===== src/hdl/psp_consts.svh =====
// Purpose: register offsets, field positions and reset values of the parallel slave port
// Assumes: apb byte addresses equal to four times the printed register index
// Notes: included by its bare name
`ifndef PSP_CONSTS_SVH
`define PSP_CONSTS_SVH
`define IDX_DATA_LATCH 8'h08
`define IDX_STROBE_PINS 8'h09
`define IDX_CORE_IRQ_CTRL 8'h0b
`define IDX_IRQ_FLAGS 8'h0c
`define IDX_DIR_STATUS 8'h89
`define IDX_DATA_DIR 8'h88
`define IDX_IRQ_ENABLES 8'h8c
`define IDX_ANALOG_CFG 8'h9f
`define BIT_IN_FULL 7
`define BIT_OUT_FULL 6
`define BIT_OVERRUN 5
`define BIT_MODE 4
`define BIT_PORT_IRQ 7
`define RST_DIR_STATUS 8'h07
`define RST_IRQ_FLAGS 8'h00
`define RST_IRQ_ENABLES 8'h00
`define RST_ANALOG_CFG 8'h00
`define RST_CORE_IRQ_CTRL 8'h00
`define RST_DATA_DIR 8'hff
`define DIGITAL_CFG 3'h7
`define PHASE_COUNT 2'h3
`define PHASE_Q2 2'h1
`define PHASE_Q4 2'h3
`endif


===== src/hdl/psp_pkg.sv =====
// Purpose: shared types of the parallel slave port
// Assumes: nothing beyond the constants header
// Notes: strobe bundle carries the three active-low controls
package psp_pkg;
   typedef struct packed {
      logic cs_n;
      logic wr_n;
      logic rd_n;
   } strobe_t;
   typedef enum logic [1:0] {
      ACC_IDLE,
      ACC_WRITE,
      ACC_READ
   } access_t;
endpackage : psp_pkg


===== src/hdl/strobe_sync.sv =====
// Purpose: three-flop synchroniser for the external strobes
// Assumes: strobes idle high
// Notes: a change counts once stages two and three agree
`timescale 1ns/10ps
module strobe_sync
   import psp_pkg::*;
(
   // clock and reset
   input wire logic pclk,
   input wire logic presetn,
   // strobes
   input wire strobe_t raw,
   output strobe_t clean
);
   strobe_t s1_r;
   strobe_t s2_r;
   strobe_t s3_r;
   strobe_t clean_r;
   wire agree = (s2_r == s3_r);
   always_ff @(posedge pclk or negedge presetn) begin
      if (!presetn) begin
         s1_r <= 3'h7;
         s2_r <= 3'h7;
         s3_r <= 3'h7;
         clean_r <= 3'h7;
      end else begin
         s1_r <= raw; // RULE21
         s2_r <= s1_r;
         s3_r <= s2_r;
         if (agree) begin
            clean_r <= s3_r;
         end
      end
   end
   assign clean = clean_r;
endmodule : strobe_sync


===== src/hdl/phase_gen.sv =====
// Purpose: four-phase core cycle generator
// Assumes: one phase per pclk
// Notes: q2 and q4 are one-cycle enables
`timescale 1ns/10ps
`include "psp_consts.svh"
module phase_gen (
   // clock and reset
   input wire logic pclk,
   input wire logic presetn,
   // phases
   output logic q2,
   output logic q4
);
   logic [1:0] ph_r;
   always_ff @(posedge pclk or negedge presetn) begin
      if (!presetn) begin
         ph_r <= 2'h0;
      end else begin
         ph_r <= ph_r + 2'h1;
      end
   end
   assign q2 = (ph_r == `PHASE_Q2);
   assign q4 = (ph_r == `PHASE_Q4);
endmodule : phase_gen


===== src/hdl/parallel_slave_port.sv =====
// Purpose: 8-bit parallel slave port with apb register access
// Assumes: strobes asynchronous to pclk; apb master holds requests until pready
// Notes: zero-wait apb slave; unmapped addresses read zero and never error
`timescale 1ns/10ps
`include "psp_consts.svh"
// Operation
// RULE1: mode bit selects slave port or gpio
// RULE2: control pins become read, write, select
// RULE3: strobe pins must be digital inputs
// RULE4: separate in and out latches, one address
// RULE5: data direction ignored in port mode
// RULE6: external access accepted at any time
// RULE7: write starts on select and write low
// RULE8: write end sets input full at q4
// RULE9: write end sets port interrupt flag
// RULE10: only cpu read clears input full
// RULE11: second unread write sets overrun
// RULE12: overrun cleared only by software zero
// RULE13: read start drives data, clears out full
// RULE14: read end sets port interrupt flag
// RULE15: cpu write sets out full
// RULE16: flags held zero outside port mode; the code holds input full and output full at zero, overrun keeps its value
// RULE17: flag latched; irq only when enabled
// RULE18: direction bit one input, zero output
// RULE19: reset gives status zero, direction ones
// RULE20: chip select is active low
// RULE21: strobes synchronised before edge detection
module parallel_slave_port
   import psp_pkg::*;
(
   // apb
   input wire logic pclk,
   input wire logic presetn,
   input wire logic psel,
   input wire logic penable,
   input wire logic pwrite,
   input wire logic [31:0] paddr,
   input wire logic [31:0] pwdata,
   output logic [31:0] prdata,
   output logic pready,
   output logic pslverr,
   // data pins
   input wire logic [7:0] data_in,
   output logic [7:0] data_out,
   output logic [7:0] data_oe_n,
   // strobe pins
   input wire logic read_strobe_pin,
   input wire logic write_strobe_pin,
   input wire logic chip_select_pin,
   output logic [2:0] strobe_out,
   output logic [2:0] strobe_oe_n,
   // interrupt request to the core
   output logic port_irq
);
   // registers
   logic [7:0] out_latch_r;
   logic [7:0] in_latch_r;
   logic [7:0] pin_latch_r;
   logic [2:0] strobe_latch_r;
   logic [7:0] data_dir_r;
   logic [2:0] strobe_dir_bits_r;
   logic psp_mode_select_r;
   logic in_buf_full_r;
   logic out_buf_full_r;
   logic in_buf_overrun_r;
   logic [7:0] irq_flags_r;
   logic [7:0] irq_en_r;
   logic [7:0] core_irq_r;
   logic [2:0] analog_cfg_field_r;
   logic [31:0] prdata_r;
   logic port_irq_r;
   logic [7:0] data_out_r;
   logic [7:0] data_oe_n_r;
   logic [2:0] strobe_out_r;
   logic [2:0] strobe_oe_n_r;
   access_t acc_r;
   logic end_pend_r;
   logic end_q2_r;
   logic end_write_r;
   logic q2;
   logic q4;
   strobe_t raw;
   strobe_t clean;

   function automatic logic hit(input logic [31:0] a, input logic [7:0] idx);
      hit = (a == {22'h0, idx, 2'h0});
   endfunction : hit

   assign raw = '{cs_n: chip_select_pin, wr_n: write_strobe_pin, rd_n: read_strobe_pin};

   strobe_sync u_sync (
      .pclk(pclk),
      .presetn(presetn),
      .raw(raw),
      .clean(clean)
   );

   phase_gen u_phase (
      .pclk(pclk),
      .presetn(presetn),
      .q2(q2),
      .q4(q4)
   );

   // apb decode
   wire acc = psel & penable;
   wire wr = acc & pwrite;
   wire rd = acc & ~pwrite;
   wire hit_data = hit(paddr, `IDX_DATA_LATCH);
   wire hit_pins = hit(paddr, `IDX_STROBE_PINS);
   wire hit_core = hit(paddr, `IDX_CORE_IRQ_CTRL);
   wire hit_flags = hit(paddr, `IDX_IRQ_FLAGS);
   wire hit_dir = hit(paddr, `IDX_DIR_STATUS);
   wire hit_ddir = hit(paddr, `IDX_DATA_DIR);
   wire hit_en = hit(paddr, `IDX_IRQ_ENABLES);
   wire hit_adc = hit(paddr, `IDX_ANALOG_CFG);
   wire cpu_wr_data = wr & hit_data;
   wire cpu_rd_data = rd & hit_data;

   // strobe function needs port mode plus digital input configuration
   wire mode = psp_mode_select_r; // RULE1
   wire digital = (analog_cfg_field_r == `DIGITAL_CFG);
   wire strobes_ok = mode & digital & (&strobe_dir_bits_r); // RULE3
   // select is active low
   wire sel = ~clean.cs_n; // RULE20
   wire wr_active = strobes_ok & sel & ~clean.wr_n; // RULE2 RULE6 RULE7
   wire rd_active = strobes_ok & sel & ~clean.rd_n; // RULE2 RULE13
   wire rd_start = rd_active & (acc_r == ACC_IDLE);
   wire wr_start = wr_active & (acc_r == ACC_IDLE);
   wire acc_end = ((acc_r == ACC_WRITE) & ~wr_active) | ((acc_r == ACC_READ) & ~rd_active);
   wire flag_evt = end_q2_r & q4; // RULE8 RULE14
   wire set_ibf = flag_evt & end_write_r & mode;
   wire set_ovr = set_ibf & in_buf_full_r & ~cpu_rd_data; // RULE11

   // pin read values: analog-configured strobe pins read zero
   wire [2:0] strobe_pin_val = digital ? clean : 3'h0;
   wire [7:0] dir_status = {in_buf_full_r, out_buf_full_r, in_buf_overrun_r,
                            psp_mode_select_r, 1'b0, strobe_dir_bits_r};
   wire [7:0] data_rd_val = mode ? in_latch_r : pin_latch_r;
   wire [7:0] rd_mux = hit_data ? data_rd_val :
                       // pins keep their own bit order: bit2 select, bit0 read strobe
                       hit_pins ? {5'h0, strobe_pin_val} :
                       hit_core ? core_irq_r :
                       hit_flags ? irq_flags_r :
                       hit_dir ? dir_status :
                       hit_ddir ? data_dir_r :
                       hit_en ? irq_en_r :
                       hit_adc ? {5'h0, analog_cfg_field_r} : 8'h00;

   // data pin drive: external strobes decide in port mode
   wire [7:0] oe_n_nxt = mode ? (rd_active ? 8'h00 : 8'hff) : data_dir_r; // RULE5 RULE13
   wire [7:0] dout_nxt = out_latch_r; // RULE4
   // direction 1 input, 0 output
   wire [2:0] soe_n_nxt = strobe_dir_bits_r; // RULE18

   always_ff @(posedge pclk or negedge presetn) begin
      if (!presetn) begin
         acc_r <= ACC_IDLE;
         end_pend_r <= 1'b0;
         end_q2_r <= 1'b0;
         end_write_r <= 1'b0;
      end else begin
         case (acc_r)
            ACC_IDLE: begin
               if (wr_start) begin
                  acc_r <= ACC_WRITE;
               end else if (rd_start) begin
                  acc_r <= ACC_READ;
               end
            end
            ACC_WRITE, ACC_READ: begin
               if (acc_end) begin
                  acc_r <= ACC_IDLE;
                  end_pend_r <= 1'b1;
                  end_write_r <= (acc_r == ACC_WRITE);
               end
            end
            default: acc_r <= ACC_IDLE;
         endcase
         if (end_pend_r & q2) begin
            end_pend_r <= 1'b0;
            end_q2_r <= 1'b1;
         end
         if (flag_evt) begin
            end_q2_r <= 1'b0;
         end
      end
   end

   // latch capture while write strobe is low
   always_ff @(posedge pclk or negedge presetn) begin
      if (!presetn) begin
         in_latch_r <= 8'h00;
         pin_latch_r <= 8'h00;
      end else begin
         pin_latch_r <= data_in;
         if (wr_active) begin
            in_latch_r <= data_in; // RULE4
         end
      end
   end

   always_ff @(posedge pclk or negedge presetn) begin
      if (!presetn) begin
         {psp_mode_select_r, strobe_dir_bits_r} <= 4'h7; // RULE19
         in_buf_full_r <= 1'b0;
         out_buf_full_r <= 1'b0;
         in_buf_overrun_r <= 1'b0;
      end else begin
         if (wr & hit_dir) begin
            psp_mode_select_r <= pwdata[`BIT_MODE];
            strobe_dir_bits_r <= pwdata[2:0];
         end
         // set wins over the software clear
         if (set_ovr) begin
            in_buf_overrun_r <= 1'b1; // RULE11
         end else if (wr & hit_dir & ~pwdata[`BIT_OVERRUN]) begin
            in_buf_overrun_r <= 1'b0; // RULE12
         end
         if (!mode) begin
            in_buf_full_r <= 1'b0; // RULE16
         end else if (set_ibf) begin
            in_buf_full_r <= 1'b1; // RULE8
         end else if (cpu_rd_data) begin
            in_buf_full_r <= 1'b0; // RULE10
         end
         if (!mode) begin
            out_buf_full_r <= 1'b0; // RULE16
         end else if (rd_start) begin
            out_buf_full_r <= 1'b0; // RULE13
         end else if (cpu_wr_data) begin
            out_buf_full_r <= 1'b1; // RULE15
         end
      end
   end

   always_ff @(posedge pclk or negedge presetn) begin
      if (!presetn) begin
         out_latch_r <= 8'h00;
         strobe_latch_r <= 3'h0;
         data_dir_r <= `RST_DATA_DIR;
         irq_flags_r <= `RST_IRQ_FLAGS;
         irq_en_r <= `RST_IRQ_ENABLES;
         core_irq_r <= `RST_CORE_IRQ_CTRL;
         analog_cfg_field_r <= 3'(`RST_ANALOG_CFG);
      end else begin
         if (cpu_wr_data) begin
            out_latch_r <= pwdata[7:0]; // RULE4
         end
         if (wr & hit_pins) begin
            strobe_latch_r <= pwdata[2:0];
         end
         if (wr & hit_ddir) begin
            data_dir_r <= pwdata[7:0];
         end
         if (wr & hit_en) begin
            irq_en_r <= pwdata[7:0];
         end
         if (wr & hit_core) begin
            core_irq_r <= pwdata[7:0];
         end
         if (wr & hit_adc) begin
            analog_cfg_field_r <= pwdata[2:0];
         end
         if (wr & hit_flags) begin
            irq_flags_r <= pwdata[7:0];
         end
         // hardware set wins over a write of zero in the same cycle
         if (flag_evt) begin
            irq_flags_r[`BIT_PORT_IRQ] <= 1'b1; // RULE9 RULE14 RULE17
         end
      end
   end

   always_ff @(posedge pclk or negedge presetn) begin
      if (!presetn) begin
         prdata_r <= 32'h0;
         port_irq_r <= 1'b0;
         data_out_r <= 8'h00;
         data_oe_n_r <= 8'hff;
         strobe_out_r <= 3'h0;
         strobe_oe_n_r <= 3'h7;
      end else begin
         prdata_r <= (psel & ~penable & ~pwrite) ? {24'h0, rd_mux} : prdata_r;
         port_irq_r <= irq_flags_r[`BIT_PORT_IRQ] & irq_en_r[`BIT_PORT_IRQ]; // RULE17
         data_out_r <= dout_nxt;
         data_oe_n_r <= oe_n_nxt;
         strobe_out_r <= strobe_latch_r;
         strobe_oe_n_r <= soe_n_nxt;
      end
   end

   assign prdata = prdata_r;
   assign pready = 1'b1;
   assign pslverr = 1'b0;
   assign data_out = data_out_r;
   assign data_oe_n = data_oe_n_r;
   assign strobe_out = strobe_out_r;
   assign strobe_oe_n = strobe_oe_n_r;
   assign port_irq = port_irq_r;
endmodule : parallel_slave_port


===== config.mk =====
export PLATFORM = sky130hd
export DESIGN_NAME = parallel_slave_port
export DESIGN_NICKNAME = d
export VERILOG_FILES = /design/src/hdl/psp_pkg.sv /design/src/hdl/strobe_sync.sv /design/src/hdl/phase_gen.sv /design/src/hdl/parallel_slave_port.sv
export VERILOG_INCLUDE_DIRS = /design/src /design/src/hdl
export SDC_FILE = /design/constraint.sdc
export NUM_CORES = 1
export LEC_CHECK = 0
export BUFFER_PORTS_ARGS = -buffer_cell sky130_fd_sc_hd__buf_2
export CAP_MARGIN = 0
export CORE_UTILIZATION = 45
export DETAILED_ROUTE_END_ITERATION = 16
export GPL_TIMING_DRIVEN = 0
export PLACE_DENSITY = 0.72
export REMOVE_ABC_BUFFERS = 1
export SYNTH_ARGS = -nofsm -noshare
export SYNTH_HDL_FRONTEND = slang
export SYNTH_SLANG_ARGS = --single-unit

===== constraint.sdc =====
create_clock -name pclk -period 1.6 [get_ports pclk]
set_input_delay 0.32 -clock pclk [delete_from_list [all_inputs] [get_ports pclk]]
set_output_delay 0.32 -clock pclk [all_outputs]
set_load 0.01 [all_outputs]

==> flow_metrics.env, run 1 <==
export IMPL_status="complete, but fails checks"
export IMPL_violations="setup timing"
export IMPL_skew_ns=0.006087
export IMPL_globalRouteTotalUtil=0.2383
export IMPL_dp_cells=645
export IMPL_max_cap_violations=0
export IMPL_seqCellArea_sq_mm=0.003024
export IMPL_synth_warnings=0
export IMPL_cts_buffer_depth=2
export IMPL_hold_worst_slack_ns=0.03306
export IMPL_synthCells=427
export IMPL_worst_r2r_setup_slack_ns=-0.34
export IMPL_synth_seq_cells=119
export IMPL_cts_root_buffer="clkbuf_16"
export IMPL_layout_drive_gt1_share=0.5734
export IMPL_max_slew_margin=0.2309
export IMPL_die_w_um=110.7
export IMPL_cts_htree_levels=4
export IMPL_yosys_top_cells_area="dfrtp_1 40%, dfstp_2 17%, mux2_2 14%"
export IMPL_dpl_worst_slack_ns=-1.202
export IMPL_area_delta_synth_final_pct=40.16
export IMPL_synth_area_leader_cell="dfrtp_1"
export IMPL_cts_made_buffers=17
export IMPL_multi_input_area_sq_mm=0.002557
export IMPL_fin_util=0.6493
export IMPL_grt_pass1_wl_um=22580
export IMPL_core_area_sq_mm=0.01147
export IMPL_vias=4125
export IMPL_grt_util_met1=0.2745
export IMPL_gp_congestion=0.8317
export IMPL_dp_hpwl_um=8267
export IMPL_synth_distinct_cells=57
export IMPL_power_uw=7404
export IMPL_min_period_ns=1.939
export IMPL_portBuffers=86
export IMPL_synthArstFlopShare=1.000
export IMPL_finalHoldViolCount=0
export IMPL_drt_iter0_drc=266
export IMPL_cp_end_kind="flop"
export IMPL_min_path_type="input port to flop"
export IMPL_gr_usage_met3=0.06780
export IMPL_io_pins=137
export IMPL_clk_pin_slew_ns=0.06
export IMPL_dieArea_sq_mm=0.01224
export IMPL_grt_pass1_vias=4334
export IMPL_synth_top_area_share=0.4004
export IMPL_start_util=0.4633
export IMPL_cts_tree="done"
export IMPL_worst_slack_ns=-0.3386
export IMPL_fillerInstances=791
export IMPL_grt_overflow=0
export IMPL_synth_edf_count=0
export IMPL_busiest_layer="met2"
export IMPL_synthFlopType="dfrtp_1"
export IMPL_tightest_slew_ns=1.151
export IMPL_avgSynthCellArea_sq_um=12.44
export IMPL_routed_wirelength_um=14550
export IMPL_cp_arrival_ns=2.23
export IMPL_ant_nets=0
export IMPL_worstSetupPathType="flop to flop"
export IMPL_rsz0062_at_grt="true"
export IMPL_die_y_um=110.7
export IMPL_drcViolationCount=0
export IMPL_antenna_cells=0
export IMPL_yosysSeqAreaShare=0.5685
export IMPL_fmax_mhz=515.8
export IMPL_min_period_over_period=1.212
export IMPL_rows=39
export IMPL_cp_max_fo=3
export IMPL_grt_max_degree=68
export IMPL_antenna_found_initial=0
export IMPL_leakage_uw=0.003488
export IMPL_grt_util_met2=0.4091
export IMPL_cp_required_ns=1.89
export IMPL_netlist_area_sq_mm=0.005313
export IMPL_finalSetupViolations=72
export IMPL_clock_latency_ns=0.41
export IMPL_start_kind="flop"
export IMPL_clock_sinks=119
export IMPL_drt_pass1_iter_count=6
export IMPL_power_density_mw_per_mm2=994.4
export IMPL_routedWlPerCell_um=19.96
export IMPL_nets=658
export IMPL_ir_worst_vdd_mv=0.6065
export IMPL_instances_no_fill=729
export IMPL_routed_via_density=5.658
export IMPL_slew_violations=0
worst max-delay path: stages (launching register included):
cell,delay (ns)
dfstp_2,0.54
nand4_1,0.15
buf_4,0.19
nor4_4,0.22
buf_6,0.17
nand2b_4,0.13
nand2_2,0.05
nand2_2,0.07
mux2_4,0.30
cell families (layout without fill, tap and decap cells):
kind of cell | after synthesis | count (layout) | synth area share
buffers and inverters | 48 | 182 | 0.05393
AO/OA/AOI/OAI | 76 | 76 | 0.08973
XOR/XNOR | 3 | 3 | 0.004947
flip-flops | 119 | 119 | 0.5685
AND/OR/NAND/NOR | 106 | 107 | 0.1262
adder cells (fa/ha/maj) | 5 | 5 | 0.01178
other | 2 | 26 | 0.001414
multiplexers | 68 | 68 | 0.1434
cells in the final DEF (no fill, tap or decap), types with 20 or more instances in the layout:
master   instances
buf_6           29
conb_1          26
dfrtp_1         84
dfstp_2         34
nor2_1          23
mux2_4          29
o21ai_0         20
mux2_2          36
buf_2           75
buf_4           27
through the flow:
step,cell area [sq um],TNS (ns)
floorplan,5154,-24.70
global placement,5763,-189.95
detailed placement,5821,-56.01
CTS,7207,-4.657
global route,7446,-10.95
finish,7446,-6.655
cell usage after synthesis (all sizes together) (8+ instances only):
cell    instances
dfrtp          85
mux2           65
dfstp          34
o21ai          33
buf            30
nor2           27
nand2          26
a21oi          13
nand3          12
nor4           12
inv             9
clkbuf          8
area by class of cell:
class,count,area share
multi-input cells,285,0.3435
inverters,10,0.005209
flip-flops and latches,119,0.4062
well taps,143,0.02403
clock buffers,19,0.06083
clock inverters,13,0.01966
repair buffers,140,0.1406
report_power, final:
group | internal, uW | switching [uW] | total, uW
sequential | 3100 | 66.1 | 3160
clock | 2390 | 1430 | 3810
combinational | 164 | 262 | 426
total | 5650 | 1750 | 7400
registers in the layout, summed over array words and instances, names as in the netlist, 8 cells and up:
register / count
core_irq_r: 8
data_dir_r: 8
data_oe_n: 8
data_out: 8
dout_nxt: 8
in_latch_r: 8
irq_en_r: 8
irq_flags_r: 8
pin_latch_r: 8
prdata: 8
routing by layer:
metal | vias up | wire [um] | part of all wire
li1 | 1784 | - | -
met1 | 2062 | 5496 | 0.38
met2 | 230 | 7458 | 0.51
met3 | 49 | 988 | 0.068
met4 | 0 | 610 | 0.042
met5 | - | 0 | 0
worst paths after layout:
path                           startpoint  cells past startpoint        endpoint
min in group asynchronous         presetn                      2     data_out[5]
setup / recovery             soe_n_nxt[2]                      8     end_write_r
max in group asynchronous         presetn                      3   data_dir_r[3]
hold / removal                 data_in[3]                      1  pin_latch_r[3]
setup reg to reg             soe_n_nxt[2]                      8     end_write_r
hold reg to reg            u_sync.s1_r[0]                      0  u_sync.s2_r[0]
what timing repair did:
item                                   CTS  global route
buffers inserted                        41            13
endpoints found under the hold margin   47             1
hold buffers                             3             1
pin swaps                               23            32
gates cloned                             2             0
setup endpoints to repair               79            78
resized for setup                       91            61
No activity file was read; power rests on OpenSTA's default activity.
==> inputs of run 2 (changes only) <==
--- a/config.mk
+++ b/config.mk
@@ -11,7 +11,7 @@
 export CORE_UTILIZATION = 45
 export DETAILED_ROUTE_END_ITERATION = 16
 export GPL_TIMING_DRIVEN = 0
-export PLACE_DENSITY = 0.72
+export PLACE_DENSITY = 0.7
 export REMOVE_ABC_BUFFERS = 1
 export SYNTH_ARGS = -nofsm -noshare
 export SYNTH_HDL_FRONTEND = slang
==> constraint.sdc (replaced) <==
create_clock -name pclk -period 1.9 [get_ports pclk]
set_input_delay 0.38 -clock pclk [delete_from_list [all_inputs] [get_ports pclk]]
set_output_delay 0.38 -clock pclk [all_outputs]
set_load 0.01 [all_outputs]
==> flow_metrics.env, run 2 (synthesis results as in run 1) <==
export IMPL_status="finished clean"
export IMPL_drt_pass1_iter_count=4
export IMPL_tightest_slew_ns=0.9278
export IMPL_ir_worst_vdd_mv=0.4884
export IMPL_r2r_end="end_write_r"
export IMPL_cp_slowest_cell="dfstp_2"
export IMPL_grt_max_degree=86
export IMPL_fillerInstances=926
export IMPL_routedWlPerCell_um=17.02
export IMPL_power_density_mw_per_mm2=902.1
export IMPL_max_cap_violations=0
export IMPL_fmax_mhz=535.4
export IMPL_dieArea_sq_mm=0.01224
export IMPL_start_util=0.4633
export IMPL_clk_pin_slew_ns=0.06
export IMPL_skew_ns=0.007551
export IMPL_seqCellArea_sq_mm=0.003024
export IMPL_cp_max_fo=3
export IMPL_critPathBufInv=1
export IMPL_portBuffers=86
export IMPL_min_period_over_period=0.9830
export IMPL_crit_family="simple AND/OR/NAND/NOR gates"
export IMPL_dp_hpwl_um=8029
export IMPL_finalHoldViolCount=0
export IMPL_rsz0062_at_grt="true"
export IMPL_routed_wirelength_um=11950
export IMPL_drcViolationCount=0
export IMPL_r2r_cells=7
export IMPL_mostFrequentLayoutCell="buf_2"
export IMPL_grt_pass1_vias=3920
export IMPL_gp_congestion=0.8328
export IMPL_finalSetupViolations=0
export IMPL_drt_iter0_drc=197
export IMPL_slew_violations=0
export IMPL_cts_root_buffer="clkbuf_16"
export IMPL_routed_via_density=5.419
export IMPL_layout_drive_gt1_share=0.5009
export IMPL_die_w_um=110.7
export IMPL_path_common_cell="nand2_2"
export IMPL_rows=39
export IMPL_hold_path_depth=1
export IMPL_cts_made_buffers=17
export IMPL_clock_sinks=119
export IMPL_min_from="read_strobe_pin"
export IMPL_min_to="u_sync.s1_r[0]"
export IMPL_grt_util_met2=0.3466
export IMPL_antenna_cells=0
export IMPL_power_uw=6081
export IMPL_core_area_sq_mm=0.01147
export IMPL_placement_cell_area_sq_mm=0.005824
export IMPL_area_delta_synth_final_pct=26.90
export IMPL_cp_required_ns=2.19
export IMPL_cp_slowest_stage_delay_ns=0.53
export IMPL_io_pins=137
export IMPL_layout_common_cells="85 x buf_2, 84 x dfrtp_1, 62 x mux2_2"
export IMPL_grt_pass1_wl_um=19310
export IMPL_globalRouteTotalUtil=0.2018
export IMPL_vias=3804
export IMPL_gr_usage_met3=0.05467
export IMPL_min_path_type="input port to flop"
export IMPL_antenna_found_initial=0
export IMPL_cp_end_kind="flop"
export IMPL_fin_util=0.5879
export IMPL_cts_htree_levels=4
export IMPL_worstSetupPathType="flop to flop"
export IMPL_cts_tree="done"
export IMPL_min_period_ns=1.868
export IMPL_worst_r2r_setup_slack_ns=0.03
export IMPL_grt_overflow=0
export IMPL_clock_latency_ns=0.41
export IMPL_path_cells="nand4_1 > nor4_4 > buf_6 > nand2b_4 > nand2_2 > nand2_2 > mux2_4"
export IMPL_die_y_um=110.7
export IMPL_ant_nets=0
export IMPL_nets=631
export IMPL_design_area_sq_mm=0.006741
export IMPL_cp_arrival_ns=2.16
export IMPL_multi_input_area_sq_mm=0.002216
export IMPL_start_kind="flop"
export IMPL_leakage_uw=0.003230
export IMPL_grt_util_met1=0.2444
export IMPL_busiest_layer="met2"
export IMPL_cts_buffer_depth=2
export IMPL_rr_startpoint="soe_n_nxt[0]"
export IMPL_max_slew_margin=0.3801
-- run 2: layout make-up --
type                       instances  share of cell area
clock buffer                      18             0.06514
clock inverter                    14             0.02246
inverter                          10            0.005754
multi-input combinational        284              0.3287
sequential                       119              0.4486
tap                              143             0.02654
timing repair buffer             114              0.1028
-- run 2: worst reg2reg max path: stages, from the launching register on --
cell      delay [ns]
dfstp_2         0.53
nand4_1         0.22
nor4_4          0.27
buf_6           0.16
nand2b_4        0.13
nand2_2         0.05
nand2_2         0.08
mux2_4          0.30
-- run 2: worst max path at each step --
stage	slack (ns)	end	from	depth (start not counted)
final	0.03	end_write_r	soe_n_nxt[0]	7
after global routing	-0.04	end_write_r	soe_n_nxt[1]	7
after CTS	-0.09	end_write_r	soe_n_nxt[2]	7
after detailed placement	-0.88	end_write_r	mode	7
after global placement	-2.04	end_write_r	mode	6
after floorplan	-0.74	end_write_r	mode	6
-- run 2: stage by stage --
stage / std cells / worst slack (ns) / TNS [ns] / hold slack (ns)
2_1_floorplan: 413 / -0.7368 / -8.275 / 0.08441
3_3_place_gp: 642 / -2.041 / -142.88 / 0.3482
3_5_place_dp: 645 / -0.8846 / -35.43 / 0.2953
4_1_cts: 691 / -0.08936 / -0.1358 / 0.06162
5_1_grt: 702 / -0.03866 / -0.04772 / 0.05398
6_report: 702 / 0.03233 / 0 / 0.07280
-- run 2: where the power goes --
group | internal (uW) | leakage (uW) | switching, uW | total [uW]
Sequential | 2610 | 0.00150 | 51.0 | 2660
Combinational | 113 | 0.00146 | 193 | 306
Clock | 1970 | 0.000275 | 1150 | 3120
Total | 4690 | 0.00323 | 1390 | 6080
-- run 2: timing repair --
action,CTS,global route
gates resized for setup,22,10
setup endpoints to repair,47,61
pin swaps,6,8
hold buffers,1,0
buffers inserted,13,11
hold endpoints to repair,25,0
-- run 2: layer usage --
| metal | part of all wire | up-vias |
|---|---|---|
| met5 | 0 | - |
| met4 | 0.022 | 0 |
| met3 | 0.053 | 23 |
| met2 | 0.52 | 131 |
| met1 | 0.41 | 1917 |
| li1 | - | 1733 |
